<file path="src/hdl/chop_seq_pkg.sv">
// constants for the four-channel chop sequencer
package chop_seq_pkg;
  // chop period of the primary oscillator
  localparam int unsigned CLK_PERIOD_NS = 4;
  localparam int unsigned CHOP_PERIOD_NS = 2000;
  localparam int unsigned CHOP_CYCLES = (CHOP_PERIOD_NS + CLK_PERIOD_NS - 1) / CLK_PERIOD_NS;
  // secondary free-runs slower, so the primary's sync always arrives first
  localparam int unsigned SEC_EXTRA_CYCLES = 8;
  // blanking pulse covers the switch and settling
  localparam int unsigned BLANK_NS = 40;
  localparam int unsigned BLANK_CYCLES = (BLANK_NS + CLK_PERIOD_NS - 1) / CLK_PERIOD_NS;
  localparam int unsigned CNT_W = 16;
  localparam int unsigned CH_NUM = 4;
  localparam logic [3:0] CH1_ONEHOT = 4'h1;
  localparam logic [3:0] CH2_ONEHOT = 4'h2;
  localparam logic [3:0] CH3_ONEHOT = 4'h4;
  localparam logic [3:0] CH4_ONEHOT = 4'h8;
endpackage : chop_seq_pkg

</file>
<file path="src/hdl/chop_osc.sv">
// chop oscillator: free-running or sync-reset pulse generator
`timescale 1ns/100ps
`default_nettype none
module chop_osc #(
  parameter int unsigned PERIOD = chop_seq_pkg::CHOP_CYCLES,
  parameter int unsigned CNT_W = chop_seq_pkg::CNT_W
) (
  input wire logic clk_i, // clock
  input wire logic rst_n_i, // synchronised reset
  input wire logic run_i, // oscillator enabled
  input wire logic sync_i, // sync pulse from a faster oscillator
  output logic pulse_o // one-cycle oscillator pulse
);
  logic [CNT_W-1:0] cnt_q;
  logic [CNT_W-1:0] cnt_d;
  logic pulse_q;
  logic pulse_d;

  always_comb begin
    cnt_d = cnt_q;
    pulse_d = 1'b0;
    if (!run_i) begin
      cnt_d = '0;
    end else if (sync_i || cnt_q == CNT_W'(PERIOD - 1)) begin
      cnt_d = '0;
      pulse_d = 1'b1;
    end else begin
      cnt_d = cnt_q + CNT_W'(1);
    end
  end

  always_ff @(posedge clk_i or negedge rst_n_i) begin
    if (!rst_n_i) begin
      cnt_q <= '0;
      pulse_q <= 1'b0;
    end else begin
      cnt_q <= cnt_d;
      pulse_q <= pulse_d;
    end
  end

  assign pulse_o = pulse_q;
endmodule : chop_osc
`default_nettype wire

</file>
<file path="src/hdl/four_channel_chop_sequencer.sv">
// four-channel chopped-mode sequencer with beam blanking
// Function
// [RULE1] Chop mode disables the oscillator control so the primary chop oscillator free-runs.
// [RULE2] Each primary oscillator pulse toggles the first-pair select flip-flop.
// [RULE3] The first-pair flip-flop enables channel 1 and channel 2 in turn, never both.
// [RULE4] The second-pair logic works the same but its oscillator is synced by the primary.
// [RULE5] The primary runs slightly faster than the secondary's free rate and so sets its rate.
// [RULE6] The two pair-select flip-flops are locked and change state together.
// [RULE7] The locked flip-flop output triggers the pair-select pulser, giving a count of four.
// [RULE8] In chop mode the pair-select pulser only fires when triggered by the locked output.
// [RULE9] The pair-select flip-flop toggles on pair-select pulses, at half the chop rate.
// [RULE10] In one state the first pair is routed to the output and the second pair blocked.
// [RULE11] In the other state the second pair is routed and the first pair stopped.
// [RULE12] Primary and pair-select pulses go to the blanking amplifier with the secondary's.
// [RULE13] The blanking amplifier inverts the pulses into active-low beam blanking.
// [RULE14] The output order repeats channel 1, 2, 3, 4, one channel at a time.
// [RULE15] Each blanking pulse starts by the channel change and ends after the path settles.
`timescale 1ns/100ps
`default_nettype none
module four_channel_chop_sequencer #(
  parameter int unsigned CHOP_PERIOD = chop_seq_pkg::CHOP_CYCLES,
  parameter int unsigned BLANK_LEN = chop_seq_pkg::BLANK_CYCLES
) (
  input wire logic clk_i, // 250 MHz clock
  input wire logic arst_n_i, // async reset, active low
  input wire logic chop_mode_i, // pin: four-channel chop selected
  output logic [3:0] ch_enable_o, // one-hot channel gate to output
  output logic first_pair_sel_o, // first-pair select ff (0 = ch1)
  output logic second_pair_sel_o, // second-pair select ff (0 = ch3)
  output logic pair_sel_o, // pair select ff (0 = pair 1/2)
  output logic blank_n_o // beam blanking, active low
);
  localparam int unsigned CNT_W = chop_seq_pkg::CNT_W;
  localparam int unsigned SEC_PERIOD = CHOP_PERIOD + chop_seq_pkg::SEC_EXTRA_CYCLES;

  logic rst_s1_q;
  logic rst_n_q;
  logic mode_s1_q;
  logic mode_s2_q;

  // reset release synchroniser
  always_ff @(posedge clk_i or negedge arst_n_i) begin
    if (!arst_n_i) begin
      rst_s1_q <= 1'b0;
      rst_n_q <= 1'b0;
    end else begin
      rst_s1_q <= 1'b1;
      rst_n_q <= rst_s1_q;
    end
  end

  // mode pin synchroniser
  always_ff @(posedge clk_i or negedge rst_n_q) begin
    if (!rst_n_q) begin
      mode_s1_q <= 1'b0;
      mode_s2_q <= 1'b0;
    end else begin
      mode_s1_q <= chop_mode_i;
      mode_s2_q <= mode_s1_q;
    end
  end

  logic chop_osc_control;
  logic primary_pulse;
  logic secondary_pulse;

  // control stage off in chop mode: the primary free-runs
  assign chop_osc_control = ~mode_s2_q; // RULE1

  chop_osc #(
    .PERIOD(CHOP_PERIOD),
    .CNT_W(CNT_W)
  ) primary_chop_osc (
    .clk_i(clk_i),
    .rst_n_i(rst_n_q),
    .run_i(~chop_osc_control), // RULE1
    .sync_i(1'b0),
    .pulse_o(primary_pulse)
  );

  // longer free period so the primary's sync always wins
  chop_osc #(
    .PERIOD(SEC_PERIOD),
    .CNT_W(CNT_W)
  ) secondary_chop_osc (
    .clk_i(clk_i),
    .rst_n_i(rst_n_q),
    .run_i(mode_s2_q),
    .sync_i(primary_pulse), // RULE4 RULE5
    .pulse_o(secondary_pulse)
  );

  logic first_q;
  logic first_d;
  logic second_q;
  logic second_d;
  logic pair_q;
  logic pair_d;
  logic lock_prev_q;
  logic lock_prev_d;
  logic pair_pulse_q;
  logic pair_pulse_d;
  logic toggle_lock_link;
  logic pair_trigger;

  // both pair ffs are driven by one toggle so they can never drift apart
  assign toggle_lock_link = first_q;
  // falling edge of the locked output every second chop step
  assign pair_trigger = lock_prev_q & ~toggle_lock_link; // RULE7

  always_comb begin
    first_d = first_q;
    second_d = second_q;
    pair_d = pair_q;
    lock_prev_d = toggle_lock_link;
    pair_pulse_d = 1'b0;
    if (!mode_s2_q) begin
      first_d = 1'b0;
      second_d = 1'b0;
      pair_d = 1'b0;
      lock_prev_d = 1'b0;
    end else begin
      if (primary_pulse) begin
        first_d = ~first_q; // RULE2 RULE6
        second_d = ~first_q; // RULE4 RULE6
      end
      // triggered pulser: fires only from the locked ff output
      pair_pulse_d = pair_trigger; // RULE8
      if (pair_pulse_q) begin
        pair_d = ~pair_q; // RULE9
      end
    end
  end

  always_ff @(posedge clk_i or negedge rst_n_q) begin
    if (!rst_n_q) begin
      first_q <= 1'b0;
      second_q <= 1'b0;
      pair_q <= 1'b0;
      lock_prev_q <= 1'b0;
      pair_pulse_q <= 1'b0;
    end else begin
      first_q <= first_d;
      second_q <= second_d;
      pair_q <= pair_d;
      lock_prev_q <= lock_prev_d;
      pair_pulse_q <= pair_pulse_d;
    end
  end

  // routing: the pair ff picks a pair, the pair ffs pick a channel in it
  // for two cycles after first_q falls the old pair still routes; blanking hides that glimpse
  logic [3:0] route_d;
  logic [3:0] route_q;
  always_comb begin
    route_d = '0;
    if (mode_s2_q) begin
      if (!pair_q) begin
        route_d = first_q ? chop_seq_pkg::CH2_ONEHOT : chop_seq_pkg::CH1_ONEHOT; // RULE3 RULE10
      end else begin
        route_d = second_q ? chop_seq_pkg::CH4_ONEHOT : chop_seq_pkg::CH3_ONEHOT; // RULE11
      end
    end
  end

  // blanking: stretched OR of all three oscillator pulse trains
  logic [CNT_W-1:0] blank_cnt_q;
  logic [CNT_W-1:0] blank_cnt_d;
  logic blank_n_q;
  logic blank_n_d;
  logic any_pulse;
  assign any_pulse = primary_pulse | pair_pulse_q | secondary_pulse; // RULE12

  always_comb begin
    blank_cnt_d = blank_cnt_q;
    if (any_pulse) begin
      blank_cnt_d = CNT_W'(BLANK_LEN); // RULE15
    end else if (blank_cnt_q != '0) begin
      blank_cnt_d = blank_cnt_q - CNT_W'(1);
    end
    // pulse is asserted the cycle a change is registered, released after settling
    blank_n_d = ~(any_pulse | (blank_cnt_q > CNT_W'(1))); // RULE13 RULE15
  end

  always_ff @(posedge clk_i or negedge rst_n_q) begin
    if (!rst_n_q) begin
      route_q <= '0;
      blank_cnt_q <= '0;
      blank_n_q <= 1'b1;
    end else begin
      route_q <= route_d; // RULE14
      blank_cnt_q <= blank_cnt_d;
      blank_n_q <= blank_n_d;
    end
  end

  // helper for the checks: length of the running blanking pulse, wrapping to zero after all ones
  logic [CNT_W-1:0] low_run_q;
  logic [CNT_W-1:0] low_run_d;
  always_comb begin
    low_run_d = '0;
    if (!blank_n_q && low_run_q != '1) begin
      low_run_d = low_run_q + CNT_W'(1);
    end
  end

  always_ff @(posedge clk_i or negedge rst_n_q) begin
    if (!rst_n_q) begin
      low_run_q <= '0;
    end else begin
      low_run_q <= low_run_d;
    end
  end

  // per channel: how long the gate has stood, so no slot can outlast one chop period plus one cycle
  for (genvar ch = 0; ch < chop_seq_pkg::CH_NUM; ch++) begin : g_slot
    logic [CNT_W-1:0] slot_q;
    logic [CNT_W-1:0] slot_d;
    always_comb begin
      slot_d = '0;
      if (route_q[ch] && slot_q != '1) begin
        slot_d = slot_q + CNT_W'(1);
      end
    end
    always_ff @(posedge clk_i or negedge rst_n_q) begin
      if (!rst_n_q) begin
        slot_q <= '0;
      end else begin
        slot_q <= slot_d;
      end
    end
    // the first slot after entry is one cycle longer, as the gate follows the mode in one stage but a primary pulse in two
    a_slot_bounded: assert property (@(posedge clk_i) disable iff (!rst_n_q) // RULE3
      slot_q <= CNT_W'(CHOP_PERIOD + 1)) else $error("channel slot too long");
  end

  assign ch_enable_o = route_q;
  assign first_pair_sel_o = first_q;
  assign second_pair_sel_o = second_q;
  assign pair_sel_o = pair_q;
  assign blank_n_o = blank_n_q;

  // checks
  a_pairs_locked: assert property (@(posedge clk_i) disable iff (!rst_n_q) // RULE6
    first_q == second_q) else $error("pair select ffs not locked");
  a_first_toggles: assert property (@(posedge clk_i) disable iff (!rst_n_q) // RULE2
    (mode_s2_q && primary_pulse) |=> (first_q != $past(first_q)))
    else $error("first pair ff did not toggle");
  a_first_steady: assert property (@(posedge clk_i) disable iff (!rst_n_q) // RULE2
    (mode_s2_q && !primary_pulse) |=> $stable(first_q)) else $error("first pair ff moved without a pulse");
  a_second_toggles: assert property (@(posedge clk_i) disable iff (!rst_n_q) // RULE4
    (mode_s2_q && primary_pulse) |=> (second_q != $past(second_q)))
    else $error("second pair ff did not toggle");
  a_primary_free: assert property (@(posedge clk_i) disable iff (!rst_n_q) // RULE1
    $rose(primary_pulse) && mode_s2_q |=> !primary_pulse [*3])
    else $error("primary pulse too wide");
  a_mode_off_clear: assert property (@(posedge clk_i) disable iff (!rst_n_q) // RULE1
    !mode_s2_q |=> (route_q == '0 && !first_q && !pair_q)) else $error("selects not cleared out of chop");
  a_secondary_synced: assert property (@(posedge clk_i) disable iff (!rst_n_q) // RULE4
    (mode_s2_q && primary_pulse) |=> secondary_pulse) else $error("secondary not synced");
  a_secondary_quiet: assert property (@(posedge clk_i) disable iff (!rst_n_q) // RULE4
    !mode_s2_q |=> !secondary_pulse) else $error("secondary ran out of chop");
  a_secondary_slaved: assert property (@(posedge clk_i) disable iff (!rst_n_q) // RULE5
    secondary_pulse |-> $past(primary_pulse)) else $error("secondary ran free");
  a_trigger_source: assert property (@(posedge clk_i) disable iff (!rst_n_q) // RULE7
    pair_trigger |-> ($past(first_q) && !first_q)) else $error("pair trigger without a falling lock");
  a_pair_trigger: assert property (@(posedge clk_i) disable iff (!rst_n_q) // RULE8
    pair_pulse_q |-> $past(pair_trigger)) else $error("pair pulser untriggered");
  a_pulser_gap: assert property (@(posedge clk_i) disable iff (!rst_n_q) // RULE9
    pair_pulse_q |=> !pair_pulse_q [*8]) else $error("pair pulses too close");
  a_pair_toggle: assert property (@(posedge clk_i) disable iff (!rst_n_q) // RULE9
    (mode_s2_q && pair_pulse_q) |=> pair_q != $past(pair_q))
    else $error("pair ff did not toggle");
  a_pair_steady: assert property (@(posedge clk_i) disable iff (!rst_n_q) // RULE9
    (mode_s2_q && !pair_pulse_q) |=> $stable(pair_q)) else $error("pair ff moved without a pulse");
  a_count_four: assert property (@(posedge clk_i) disable iff (!rst_n_q) // RULE7
    (mode_s2_q && $fell(first_q)) ##1 mode_s2_q |-> ##1 $changed(pair_q))
    else $error("count of four broken");
  a_onehot_out: assert property (@(posedge clk_i) disable iff (!rst_n_q) // RULE14
    $onehot0(route_q)) else $error("two channels routed");
  a_route_first: assert property (@(posedge clk_i) disable iff (!rst_n_q) // RULE10
    (mode_s2_q && !pair_q) |=> (route_q[3:2] == 2'h0)) else $error("second pair not blocked");
  a_pair_route: assert property (@(posedge clk_i) disable iff (!rst_n_q) // RULE11
    (mode_s2_q && pair_q) |=> (route_q[1:0] == 2'h0)) else $error("first pair not stopped");
  a_blank_inverts: assert property (@(posedge clk_i) disable iff (!rst_n_q) // RULE13
    (primary_pulse || pair_pulse_q || secondary_pulse) |=> !blank_n_q) else $error("pulse not blanked");
  // entering chop mode is not a switch between channels, so it needs no blanking
  a_blank_covers: assert property (@(posedge clk_i) disable iff (!rst_n_q) // RULE15
    $changed(route_q) && route_q != '0 && $past(route_q) != '0 |-> !blank_n_q)
    else $error("change not blanked");
  a_blank_bounded: assert property (@(posedge clk_i) disable iff (!rst_n_q) // RULE15
    low_run_q <= CNT_W'(BLANK_LEN + 2)) else $error("blanking pulse too long");

  // covers for the main scenarios
  c_full_cycle: cover property (@(posedge clk_i) disable iff (!rst_n_q)
    route_q == chop_seq_pkg::CH4_ONEHOT);
  c_third_channel: cover property (@(posedge clk_i) disable iff (!rst_n_q)
    route_q == chop_seq_pkg::CH3_ONEHOT);
  c_pair_switch: cover property (@(posedge clk_i) disable iff (!rst_n_q) pair_pulse_q);
  c_blank: cover property (@(posedge clk_i) disable iff (!rst_n_q) $fell(blank_n_q));
  c_mode_exit: cover property (@(posedge clk_i) disable iff (!rst_n_q) $fell(mode_s2_q));
endmodule : four_channel_chop_sequencer
`default_nettype wire

</file>
<file path="config.mk">
export PLATFORM = sky130hd
export DESIGN_NAME = four_channel_chop_sequencer
export DESIGN_NICKNAME = d
export VERILOG_FILES = /design/src/hdl/chop_seq_pkg.sv /design/src/hdl/chop_osc.sv /design/src/hdl/four_channel_chop_sequencer.sv
export SDC_FILE = /design/constraint.sdc
export NUM_CORES = 1
export LEC_CHECK = 0
export BUFFER_PORTS_ARGS = -buffer_cell sky130_fd_sc_hd__buf_2
export CAP_MARGIN = 10
export CORE_MARGIN = 4
export CORE_UTILIZATION = 45
export CTS_BUF_LIST = sky130_fd_sc_hd__clkbuf_2
export CTS_CLUSTER_DIAMETER = 80
export DETAILED_ROUTE_END_ITERATION = 8
export SYNTH_ARGS = -nofsm -noshare
export SYNTH_HDL_FRONTEND = slang
export SYNTH_SLANG_ARGS = --single-unit
export TNS_END_PERCENT = 50
</file>
<file path="constraint.sdc">
create_clock -name clk_i -period 2.3 [get_ports clk_i]
set_input_delay 0.23 -clock clk_i [delete_from_list [all_inputs] [get_ports clk_i]]
set_output_delay 0.23 -clock clk_i [all_outputs]
set_load 0.02 [all_outputs]
</file>
# After elaboration in Yosys (flattened, before gate mapping)
# Cells that the tools add are included.
# totals
reg_bits	63
in_bits	3
out_inout_bits	8
elab_cells	53
# op_classes
add_sub_neg	3
n_lt_le_gt_ge	1
eq_ne	4
mux	20
bitwise_logic	7
n_reduce_logical	3
# op_table
cell	count
16-bit two-way mux	6
16-bit by 1-bit adder with 16-bit output, second input constant	2
16-bit by 9-bit equality test with 1-bit output, second input constant	2
16-bit by 1-bit > comparator with 1-bit output, second input constant	1
16-bit nonzero test	1
16-bit by 1-bit subtractor with 16-bit output, second input constant	1
4-bit two-way mux	3
1-bit two-way mux	10
2-bit by 1-bit != test with 1-bit output, second input constant	2
1-bit NOT	3
1-bit bitwise OR	3
2-bit two-way mux	1
2-bit nonzero test	1
1-bit bitwise AND	1
1-bit logical OR	1

# Logic depth before layout (Yosys ltp)
# Gate-level depths: netlist of run 1.
# depth
ltp_word	4
mapped_depth	7
depth_no_buf	6

# Modules after synthesis
# From an unflattened synthesis of run 1, not the netlist that was laid out.
# hier_totals
hier_cells	290
area_unflattened_um2	3086.7
# modules_own_cells
mod	instances	cells_per_inst	area_each_um2	seq_area_each_um2
four_channel_chop_sequencer	1	125	1333.8	726.9
chop_osc (primary_chop_osc)	1	81	898.4	425.4
chop_osc (secondary_chop_osc)	1	84	854.6	425.4

# Least setup slack after synthesis of run 1
# Ideal clock, no wire load.
# synth_timing
kind	register to register
start	reg blank_cnt_q[0]
end	reg blank_cnt_q[4]
setup_time_ns	0.078
t_arrival_ns	1.661
required_time_ns	2.222
setup_slack_ns	0.561
path_stages_with_launch	8
path_buffers	1
synth_period_minus_slack_ns	1.739
cell_sequence	dfrtp_1 -> inv_1 -> ha_1 -> nor4b_2 -> and4_1 -> buf_2 -> or4_1 -> a21oi_1
# synth_between
elab_chain_len	3
elab_cells_between_ends	5
classes_between	add/sub: 1; mux: 2; reduce/logical: 2
# synth_rtl
element	line	source
start: declaration	four_channel_chop_sequencer.sv:167	logic [CNT_W-1:0] blank_cnt_q;
start signal: assignment	four_channel_chop_sequencer.sv:192	blank_cnt_q <= blank_cnt_d;
16-bit by 1-bit subtractor with 16-bit output	four_channel_chop_sequencer.sv:179	blank_cnt_d = blank_cnt_q - CNT_W'(1);
16-bit two-way mux	four_channel_chop_sequencer.sv:178	end else if (blank_cnt_q != '0) begin
16-bit two-way mux	four_channel_chop_sequencer.sv:176	if (any_pulse) begin
# Parallel ways exist; a longest one is shown, timed or not. The select of a mux whose other input is x is not followed.
# A chain may end at the register's enable or synchronous reset.

# Worst setup path in the final report of run 1
# layout_timing
start	reg blank_cnt_q[0]
end	reg blank_cnt_q[14]
# Same word-level chain as after synthesis.

==> impl_metrics.csv, run 1 <==
group,metric,value,unit
status,status,"completed",
final_layout,drive_gt1_share,15.1,%
placement,dpl.hpwl,3910,microns
clock_network,clockRootBuffer,"clkbuf_2",
run,cap_viol_max_count,0,
setup_path,r2r-start,"blank_cnt_q[0]",
synth,synth_cells,290,
timing,clock_skew,0.0230,ns
timing,fmax,0.484,GHz
timing,worst_slew_pin_slew,0.625,ns
route,viasPerCell,5.55,
placement,place_area,0.00314,sq mm
floorplan,core_area,0.00642,sq mm
grt,grt_pass1_vias,2125,
timing,period_share,89.9,%
grt,grt_usage,16.6,%
timing,maxSlewHeadroom,58.4,%
clock_network,max-clock-path-buffers,2,
synth,syn_area_per_cell,10.3,sq um
setup_path,cp.required,2.68,ns
route,drcViolationCount,0,
synth,synth-main-ff-cell,"dfrtp_1",
timing,slew_violations,0,
power,ir_drop,0.436,mV
timing,setup_ws,0.232,ns
setup_path,worstPathMaxFanout,5,
floorplan,num_rows,29,
setup_path,rr_endpoint,"blank_cnt_q[14]",
route,drtIter0Drc,109,
setup_path,end_kind,"register",
grt,grt_overflow,0,
setup_path,r2r_slack,0.23,ns
setup_path,slowest_stage,"dfrtp_1",
power,p_leak,1.47,nW
grt,antenna_found_initial,0,
synth,synth.distinct_cells,45,
synth,yosys-top-cells-area,"dfrtp_1, xnor2_1, nor2_1",
placement,dp_slack,0.317,ns
synth,yosysTopAreaCell,"dfrtp_1",
route,via_count,2187,
synth,synth_top_area_share,51.8,%
timing,setup_viol,0,
timing,fin_tns_setup,0,ns
synth,syn_nets,297,
floorplan,die-area,0.00803,sq mm
final_layout,diodes,0,
floorplan,die_h,89.6,microns
synth,synth_edf_count,0,
route,first_pass_iters,4,
final_layout,final_nets,319,
clock_network,clock_sinks,63,
setup_path,ff2ff_path_depth,6,
power,p_per_area,615,mW/mm^2
route,routedWlPerCell,14.5,microns
clock_network,cts_tree,"built",
clock_network,insertion_delay,0.47,ns
timing,rsz0062_at_grt,"false",
clock_network,cts_resized,0,
synth,ys_seq_area_share,52.6,%
placement,portBuffers,10,
setup_path,worstSetupStartpointType,"register",
synth,synth_seq_cells,63,
final_layout,area_delta_synth_final,11.0,%
clock_network,cts_made_buffers,9,
clock_network,cts_htree_levels,3,
timing,hold_viol_final,0,
floorplan,die_w,89.6,microns
floorplan,boundaryPins,11,
synth,ys.warnings.count,0,
clock_network,cts_setup_buffers,0,
clock_network,path_clk_slew,0.18,ns
setup_path,arrival,2.44,ns
placement,gp_congestion,0.829,
setup_path,max_stage_delay,0.45,ns
clock_network,ctsHoldBuffers,3,
setup_path,path_buf_inv,1,
grt,grt_pass1_wl,10100,microns
grt,grt_max_degree,36,
setup_path,path_delay_family,"simple AND/OR/NAND/NOR gates",
min_path,hold_path_class,"reg -> async",
setup_path,critical_path_class,"reg -> reg",
setup_path,path_cells,"inv_1 -> ha_1 -> nor4b_2 -> nand4_1 -> or4_1 -> a21oi_1",
route,ant_nets,0,
floorplan,start_util,46.7,%
final_layout,fin_area,0.00333,sq mm
route,totalWireLength,5700,microns
synth,syn_area,0.00300,sq mm
synth,async_flop_share,100,%
timing,fin_crit,2.07,ns
## stage by stage
| stage | hold slack, ns | cells | util [%] | total power [mW] |
|---|---|---|---|---|
| after global routing | 0.362 | 394 | 51.8 | 2.16 |
| after global placement | 0.0143 | 375 | 48.9 | 1.21 |
| after floorplan | -0.0656 | 290 | - | 1.20 |
| after CTS | 0.331 | 394 | 51.8 | 2.08 |
| after detailed placement | 0.0150 | 375 | 48.9 | 1.21 |
| final | 0.295 | 394 | 51.8 | 2.05 |
## Yosys cell counts, types with 2 or more instances
| master | number |
|---|---|
| nand2b_1 | 4 |
| and2_1 | 3 |
| dfrtp_1 | 62 |
| or3_1 | 6 |
| nor3b_1 | 5 |
| xor2_1 | 6 |
| nor4_1 | 9 |
| inv_1 | 9 |
| clkbuf_1 | 2 |
| xnor2_1 | 24 |
| nor4_4 | 2 |
| buf_2 | 2 |
| a21oi_1 | 12 |
| o31ai_1 | 6 |
| ha_1 | 4 |
| and4_1 | 3 |
| o21ai_0 | 5 |
| nor2_1 | 34 |
| nand2_1 | 18 |
| nand3_1 | 11 |
| nor2_2 | 10 |
| nand4_1 | 10 |
| or4_1 | 6 |
| and3_1 | 4 |
| nor3_1 | 13 |
## worst max path at each step
stage	start	endpoint	depth (start not counted)
2_1_floorplan	rst_n_q	blank_cnt_q[0]	0
3_3_place_gp	blank_cnt_q[0]	blank_cnt_q[14]	6
3_5_place_dp	blank_cnt_q[0]	blank_cnt_q[14]	6
4_1_cts	blank_cnt_q[0]	blank_cnt_q[14]	6
5_1_grt	blank_cnt_q[1]	blank_cnt_q[14]	6
6_report	blank_cnt_q[0]	blank_cnt_q[14]	6
## kinds of logic after synthesis
family | after synthesis | share of synthesized area [%]
and+or+nand+nor | 146 | 27.7
DFF | 63 | 52.6
AOI/OAI and AO/OA | 31 | 6.47
xor gates and xnor gates | 30 | 8.76
buffers and inverters | 15 | 2.63
adders and majority gates | 4 | 1.67
other | 1 | 0.125
## report_power, final
part	switching (mW)	internal, mW
Clock	0.372	0.481
Combinational	0.0318	0.0189
Sequential	0.0219	1.12
## layout make-up
| type | instances | area, sq um |
|---|---|---|
| Sequential cell | 63 | 1580 |
| Tap cell | 77 | 96.3 |
| Clock inverter | 4 | 93.8 |
| Timing Repair Buffer | 17 | 123 |
| Clock buffer | 12 | 60.1 |
| Inverter | 9 | 33.8 |
| Multi-Input combinational cell | 212 | 1340 |
| Fill cell | 603 | 3100 |
## metal layers
| layer | GRT usage (%) | share of wire, % |
|---|---|---|
| met1 | 22.0 | 47 |
| met5 | 0 | 0 |
| met2 | 25.9 | 48 |
| met4 | 4.74 | 0.95 |
| met3 | 5.57 | 3.6 |
## registers in the layout, indices dropped and copies added, names as in the netlist
register and flops:
blank_n_o 1, mode_s2_q 1, rst_n_q 1, ch_enable_o 4
rst_s1_q 1, lock_prev_q 1, primary_chop_osc.cnt_q 16, blank_cnt_q 16
secondary_chop_osc.pulse_o 1, primary_chop_osc.pulse_o 1, pair_sel_o 1, second_pair_sel_o 1
secondary_chop_osc.cnt_q 16, mode_s1_q 1, pair_pulse_q 1
## cell usage in the layout, fill, tap and decap left out, types with 10 or more instances in the layout
master,synthesis,layout
nand4_1,10,10
dfrtp_1,62,61
nor2_2,10,10
clkbuf_2,0,12
a21oi_1,12,12
nand2_1,18,18
xnor2_1,24,24
nor2_1,34,34
buf_2,2,10
nand3_1,11,11
nor3_1,13,13
No activity file was read; power rests on OpenSTA's default activity.
==> run 2, diff against run 1 <==
Settings changed: ABC_AREA set to 1.
==> impl_metrics.csv, run 2 <==
group,metric,value,unit
setup_path,arrival,1.96,ns
grt,grt_pass1_vias,2468,
setup_path,rr_endpoint,"secondary_chop_osc.cnt_q[14]",
clock_network,path_clk_slew,0.17,ns
floorplan,die_w,93.3,microns
power,p_leak,1.77,nW
timing,fin_crit,1.56,ns
final_layout,drive_gt1_share,14.8,%
grt,grt_overflow,0,
route,drtIter0Drc,132,
synth,synth_cells,412,
synth,yosys-top-cells-area,"dfrtp_1, nor2_1, nand2_1",
synth,synth_edf_count,0,
clock_network,insertion_delay,0.49,ns
timing,worst_slew_pin_slew,0.743,ns
synth,synth_top_area_share,47.4,%
floorplan,core_area,0.00694,sq mm
synth,syn_area,0.00328,sq mm
placement,dp.cells,516,
final_layout,final_core_util,51.3,%
setup_path,setup.worst_path.start,"secondary_chop_osc.cnt_q[0]",
timing,clock_skew,0.0230,ns
synth,syn_area_per_cell,7.95,sq um
synth,async_flop_share,100,%
clock_network,cts_made_buffers,9,
route,drcViolationCount,0,
synth,yosys.cell_count.top_type,"nor2_1",
setup_path,r2r_slack,0.74,ns
setup_path,critical_path_class,"reg -> reg",
grt,busiest_layer,"met2",
timing,rsz0062_at_grt,"false",
min_path,min_to,"mode_s2_q",
run,cap_viol_max_count,0,
clock_network,ctsHoldBuffers,3,
clock_network,max-clock-path-buffers,2,
setup_path,worstPathMaxFanout,14,
floorplan,boundaryPins,11,
clock_network,cts_resized,0,
setup_path,crit_top_cell,"nand2_1",
grt,antenna_found_initial,0,
setup_path,path_delay_family,"simple AND/OR/NAND/NOR gates",
placement,portBuffers,10,
final_layout,diodes,0,
setup_path,r2r-start,"secondary_chop_osc.cnt_q[0]",
timing,maxSlewHeadroom,50.5,%
route,totalWireLength,6230,microns
route,viasPerCell,4.78,
clock_network,cts_setup_buffers,0,
min_path,holdPathStages,0,
timing,setup_viol,0,
timing,fin_tns_setup,0,ns
timing,setup_ws,0.744,ns
power,p_per_area,519,mW/mm^2
grt,grt_usage,16.2,%
power,clkPwrFrac,35.3,%
setup_path,slowest_stage,"dfrtp_1",
power,switchingPower,468,uW
clock_network,clock_sinks,63,
min_path,min_from,"mode_s1_q",
final_layout,final_common_cell,"nor2_1",
grt,grt_max_degree,62,
grt,met2_usage,25.9,%
floorplan,start_util,47.2,%
floorplan,die-area,0.00871,sq mm
route,ant_nets,0,
power,ir_drop,0.263,mV
floorplan,die_h,93.3,microns
setup_path,worstSetupStartpointType,"register",
grt,grt_pass1_wl,11200,microns
clock_network,clockRootBuffer,"clkbuf_2",
clock_network,cts_tree,"built",
timing,hold_viol_final,0,
power,internal-power,1.38,mW
timing,period_share,67.6,%
timing,fmax,0.643,GHz
power,seq_power_share,61.3,%
floorplan,num_rows,30,
setup_path,end_kind,"register",
setup_path,path_buf_inv,1,
placement,gp_congestion,0.880,
route,first_pass_iters,4,
placement,dpl.hpwl,4530,microns
power,swShare,25.3,%
placement,dp_slack,0.734,ns
final_layout,fin_cells,535,
min_path,hold_path_class,"reg -> reg",
synth,synth_common_cells,"nor2_1, nand2_1, dfrtp_1, inv_1, nand3_1",
final_layout,area_delta_synth_final,8.75,%
final_layout,layout_common_cells,"nor2_1, nand2_1, dfrtp_1",
setup_path,cp.required,2.70,ns
timing,slew_violations,0,
route,via_count,2555,
power,p_comb_share,3.5,%
synth,ys_seq_area_share,48.2,%
route,routedWlPerCell,11.6,microns
final_layout,top_regs,"blank_cnt_q x16, primary_chop_osc.cnt_q x16, secondary_chop_osc.cnt_q x16",
grt,grtUsageMet1,21.1,%
final_layout,final_nets,441,
synth,synth_seq_cells,63,
final_layout,fillers,687,
setup_path,max_stage_delay,0.45,ns
synth,synth-main-ff-cell,"dfrtp_1",
synth,synth.distinct_cells,31,
grt,use_met3,3.94,%
clock_network,cts_htree_levels,3,
synth,yosysTopAreaCell,"dfrtp_1",
setup_path,path_cells,"ha_1 -> nand2_1 -> inv_1 -> nand2_1 -> nor2_1 -> nand2_2 -> nand3_4 -> nor3_1",
setup_path,ff2ff_path_depth,8,
synth,ys.warnings.count,0,
status,status,"completed",
synth,syn_nets,419,
==> run 2: changes by cell type after synthesis, sizes merged, moves of 5 or more <==
cell | before | now
nand2 | 18 | 85
nor2 | 44 | 106
inv | 9 | 51
nand3 | 11 | 35
xnor2 | 24 | 6
nor4 | 12 | 1
a21oi | 12 | 4
xor2 | 6 | 14
or4 | 7 | 0
o31ai | 6 | 0
or3 | 6 | 0
nor3b | 5 | 0
==> run 2: worst max-delay path by stage <==
stage / depth (start not counted) / to
2_1_floorplan: 0 / blank_cnt_q[0]
3_3_place_gp: 7 / blank_cnt_q[15]
3_5_place_dp: 8 / secondary_chop_osc.cnt_q[14]
4_1_cts: 8 / secondary_chop_osc.cnt_q[14]
5_1_grt: 8 / secondary_chop_osc.cnt_q[14]
6_report: 8 / secondary_chop_osc.cnt_q[14]
==> run 2: kinds of logic after synthesis <==
group / share of synthesized area [%]
xor gates and xnor gates: 5.35
AOI/OAI and AO/OA: 2.22
DFF: 48.2
and+or+nand+nor: 35.4
other: 0.114
adders and majority gates: 1.53
buffers and inverters: 7.18
==> run 2: metrics by stage <==
| step | hold slack (ns) | total power [mW] | area, sq um |
|---|---|---|---|
| after floorplan | -0.0656 | 1.20 | 3280 |
| after global placement | 0.0167 | 1.22 | 3420 |
| after detailed placement | 0.0198 | 1.22 | 3420 |
| after CTS | 0.323 | 1.88 | 3560 |
| after global routing | 0.345 | 1.94 | 3560 |
| final | 0.369 | 1.85 | 3560 |
==> run 2: layout make-up <==
| cell class | instances | area, sq um | area share (%) |
|---|---|---|---|
| sequential | 63 | 1580 | 44.3 |
| multi-input combinational | 293 | 1460 | 41.1 |
| inverter | 52 | 196 | 5.51 |
| tap | 96 | 120 | 3.37 |
| timing repair buffer | 15 | 95.1 | 2.67 |
| clock inverter | 7 | 63.8 | 1.79 |
| clock buffer | 9 | 45.0 | 1.26 |
==> run 2: power groups by stage <==
stage	registers, mW	clock network [mW]	logic, mW
2_1_floorplan	1.17	0	0.0337
3_3_place_gp	1.15	0	0.0625
3_5_place_dp	1.15	0	0.0636
4_1_cts	1.13	0.682	0.0676
5_1_grt	1.14	0.733	0.0759
6_report	1.13	0.652	0.0646
==> run 2: routing by layer <==
layer	share of wire (%)	wire, microns	up-vias
met5	0	0	-
met2	47	2930	47
met1	48	2990	1181
met4	1.3	80	0
li1	-	-	1318
met3	3.8	235	9
==> run 3, diff against run 2 <==
Clock period 2.3 ns to 1.5 ns, I/O delays scaled along.
==> impl_metrics.csv, run 3 (synthesis results as in run 2) <==
group,metric,value,unit
status,status,"completed",
min_path,hold_path_class,"reg -> async",
grt,grt_max_degree,27,
grt,grtUsageMet1,22.0,%
floorplan,die_w,93.3,microns
route,drtIter0Drc,112,
timing,hold_viol_final,0,
clock_network,cts_htree_levels,3,
route,totalWireLength,6410,microns
clock_network,path_clk_slew,0.19,ns
clock_network,insertion_delay,0.48,ns
setup_path,worstPathMaxFanout,7,
placement,portBuffers,10,
floorplan,die-area,0.00871,sq mm
power,seq_power_share,65.0,%
grt,busiest_layer,"met2",
placement,dpl.hpwl,4620,microns
grt,met2_usage,23.8,%
timing,fmax,0.716,GHz
grt,use_met3,3.14,%
timing,fin_crit,1.40,ns
route,ant_nets,0,
clock_network,cts_made_buffers,9,
grt,antenna_found_initial,0,
final_layout,final_core_util,52.7,%
timing,slew_violations,0,
final_layout,diodes,0,
power,internal-power,1.98,mW
setup_path,cp.required,1.83,ns
final_layout,fillers,695,
run,cap_viol_max_count,0,
clock_network,clock_sinks,63,
route,first_pass_iters,4,
timing,hold_slack,0.227,ns
grt,grt_pass1_wl,11000,microns
timing,clock_skew,0.0432,ns
placement,gp_congestion,0.835,
final_layout,top_regs,"blank_cnt_q x16, primary_chop_osc.cnt_q x16, secondary_chop_osc.cnt_q x16",
final_layout,final_common_cell,"nor2_1",
clock_network,cts_tree,"built",
route,drcViolationCount,0,
clock_network,clockRootBuffer,"clkbuf_2",
setup_path,max_stage_delay,0.40,ns
timing,setup_viol,0,
placement,dp.cells,521,
route,viasPerCell,4.81,
power,swShare,26.3,%
setup_path,slowest_stage,"dfrtp_1",
power,p_comb_share,4.1,%
grt,grt_overflow,0,
grt,grt_usage,15.9,%
clock_network,max-clock-path-buffers,2,
floorplan,core_area,0.00694,sq mm
timing,period_share,93.1,%
power,clkPwrFrac,30.9,%
setup_path,end_kind,"register",
floorplan,boundaryPins,11,
final_layout,area_delta_synth_final,11.7,%
floorplan,num_rows,30,
route,routedWlPerCell,11.9,microns
power,p_per_area,735,mW/mm^2
setup_path,path_cells,"inv_1 -> ha_2 -> nand2_1 -> nor2_4 -> nand3_4 -> nand3_1 -> o21ai_0",
final_layout,layout_common_cells,"nor2_1, nand2_1, dfrtp_1",
final_layout,drive_gt1_share,17.5,%
timing,rsz0062_at_grt,"true",
power,ir_drop,0.423,mV
final_layout,final_nets,447,
grt,grt_pass1_vias,2396,
floorplan,start_util,47.2,%
power,switchingPower,706,uW
setup_path,arrival,1.73,ns
setup_path,critical_path_class,"reg -> reg",
route,via_count,2601,
setup_path,worstSetupStartpointType,"register",
power,p_leak,1.82,nW
timing,fin_tns_setup,0,ns
floorplan,die_h,93.3,microns
final_layout,fin_cells,541,
run 3: changes by cell type in the layout (fill, tap and decap cells not counted), moves of 2 or more:
cell,change
ha_2,+2
buf_4,+3
nor2_2,+2
buf_12,+2
clkbuf_2,+2
ha_1,-2
nor2_1,-3
nand3_4,+2
run 3: per-layer routing:
metal  routed length [microns]  part of all wire [%]
met1                      3200                    50
met2                      2920                    46
met3                       167                   2.6
met4                       130                   2.0
met5                         0                     0
run 3: final timing paths:
kind | from | endpoint | slack (ns) | cells after the start
min reg2reg | rst_n_q | second_pair_sel_o | 0.23 | 0
min in group clk_i | chop_mode_i | mode_s1_q | 0.29 | 2
max in group asynchronous | rst_n_q | blank_n_o | 0.71 | 1
max reg2reg | blank_cnt_q[1] | blank_cnt_q[0] | 0.10 | 7
min | rst_n_q | second_pair_sel_o | 0.23 | 0
max | blank_cnt_q[1] | blank_cnt_q[0] | 0.10 | 7
run 3: worst max-delay path: cells and delay by family (launching register included):
kind	cells	cell delay (ns)
buffers and inverters	1	0.10
adders and majority gates	1	0.21
DFF	1	0.40
AOI/OAI and AO/OA	1	0.08
and+or+nand+nor	4	0.49
run 3: power groups by stage:
| stage | Sequential, mW | Combinational (mW) | Clock, mW |
|---|---|---|---|
| global placement | 1.78 | 0.104 | 0 |
| CTS | 1.75 | 0.111 | 0.864 |
| global route | 1.75 | 0.130 | 0.932 |
| detailed placement | 1.78 | 0.105 | 0 |
| finish | 1.75 | 0.111 | 0.830 |
| floorplan | 1.79 | 0.0517 | 0 |
run 3: timing repair:
item                                    CTS  global route
endpoints found under the hold margin     3             0
hold buffers                              3             0
setup buffers                             0             0
resized for setup                         0            13
endpoints found under the setup margin    0            36
run 3: area by class of cell:
class                   count  area (sq um)  share of cell area, %
well taps                  96           120                   3.28
inverters                  52           200                   5.47
clock buffers              11          55.1                   1.51
repair buffers             20           158                   4.31
flip-flops and latches     63          1580                   43.2
multi-input cells         294          1520                   41.5
clock inverters             5          26.3                  0.718
run 3: through the flow:
| stage | power [mW] | cell area (sq um) | setup slack [ns] |
|---|---|---|---|
| global placement | 1.88 | 3490 | 0.0751 |
| finish | 2.69 | 3660 | 0.104 |
| detailed placement | 1.88 | 3490 | 0.0292 |
| CTS | 2.72 | 3600 | 0.0237 |
| floorplan | 1.84 | 3280 | 0.148 |
| global route | 2.82 | 3660 | -0.0124 |
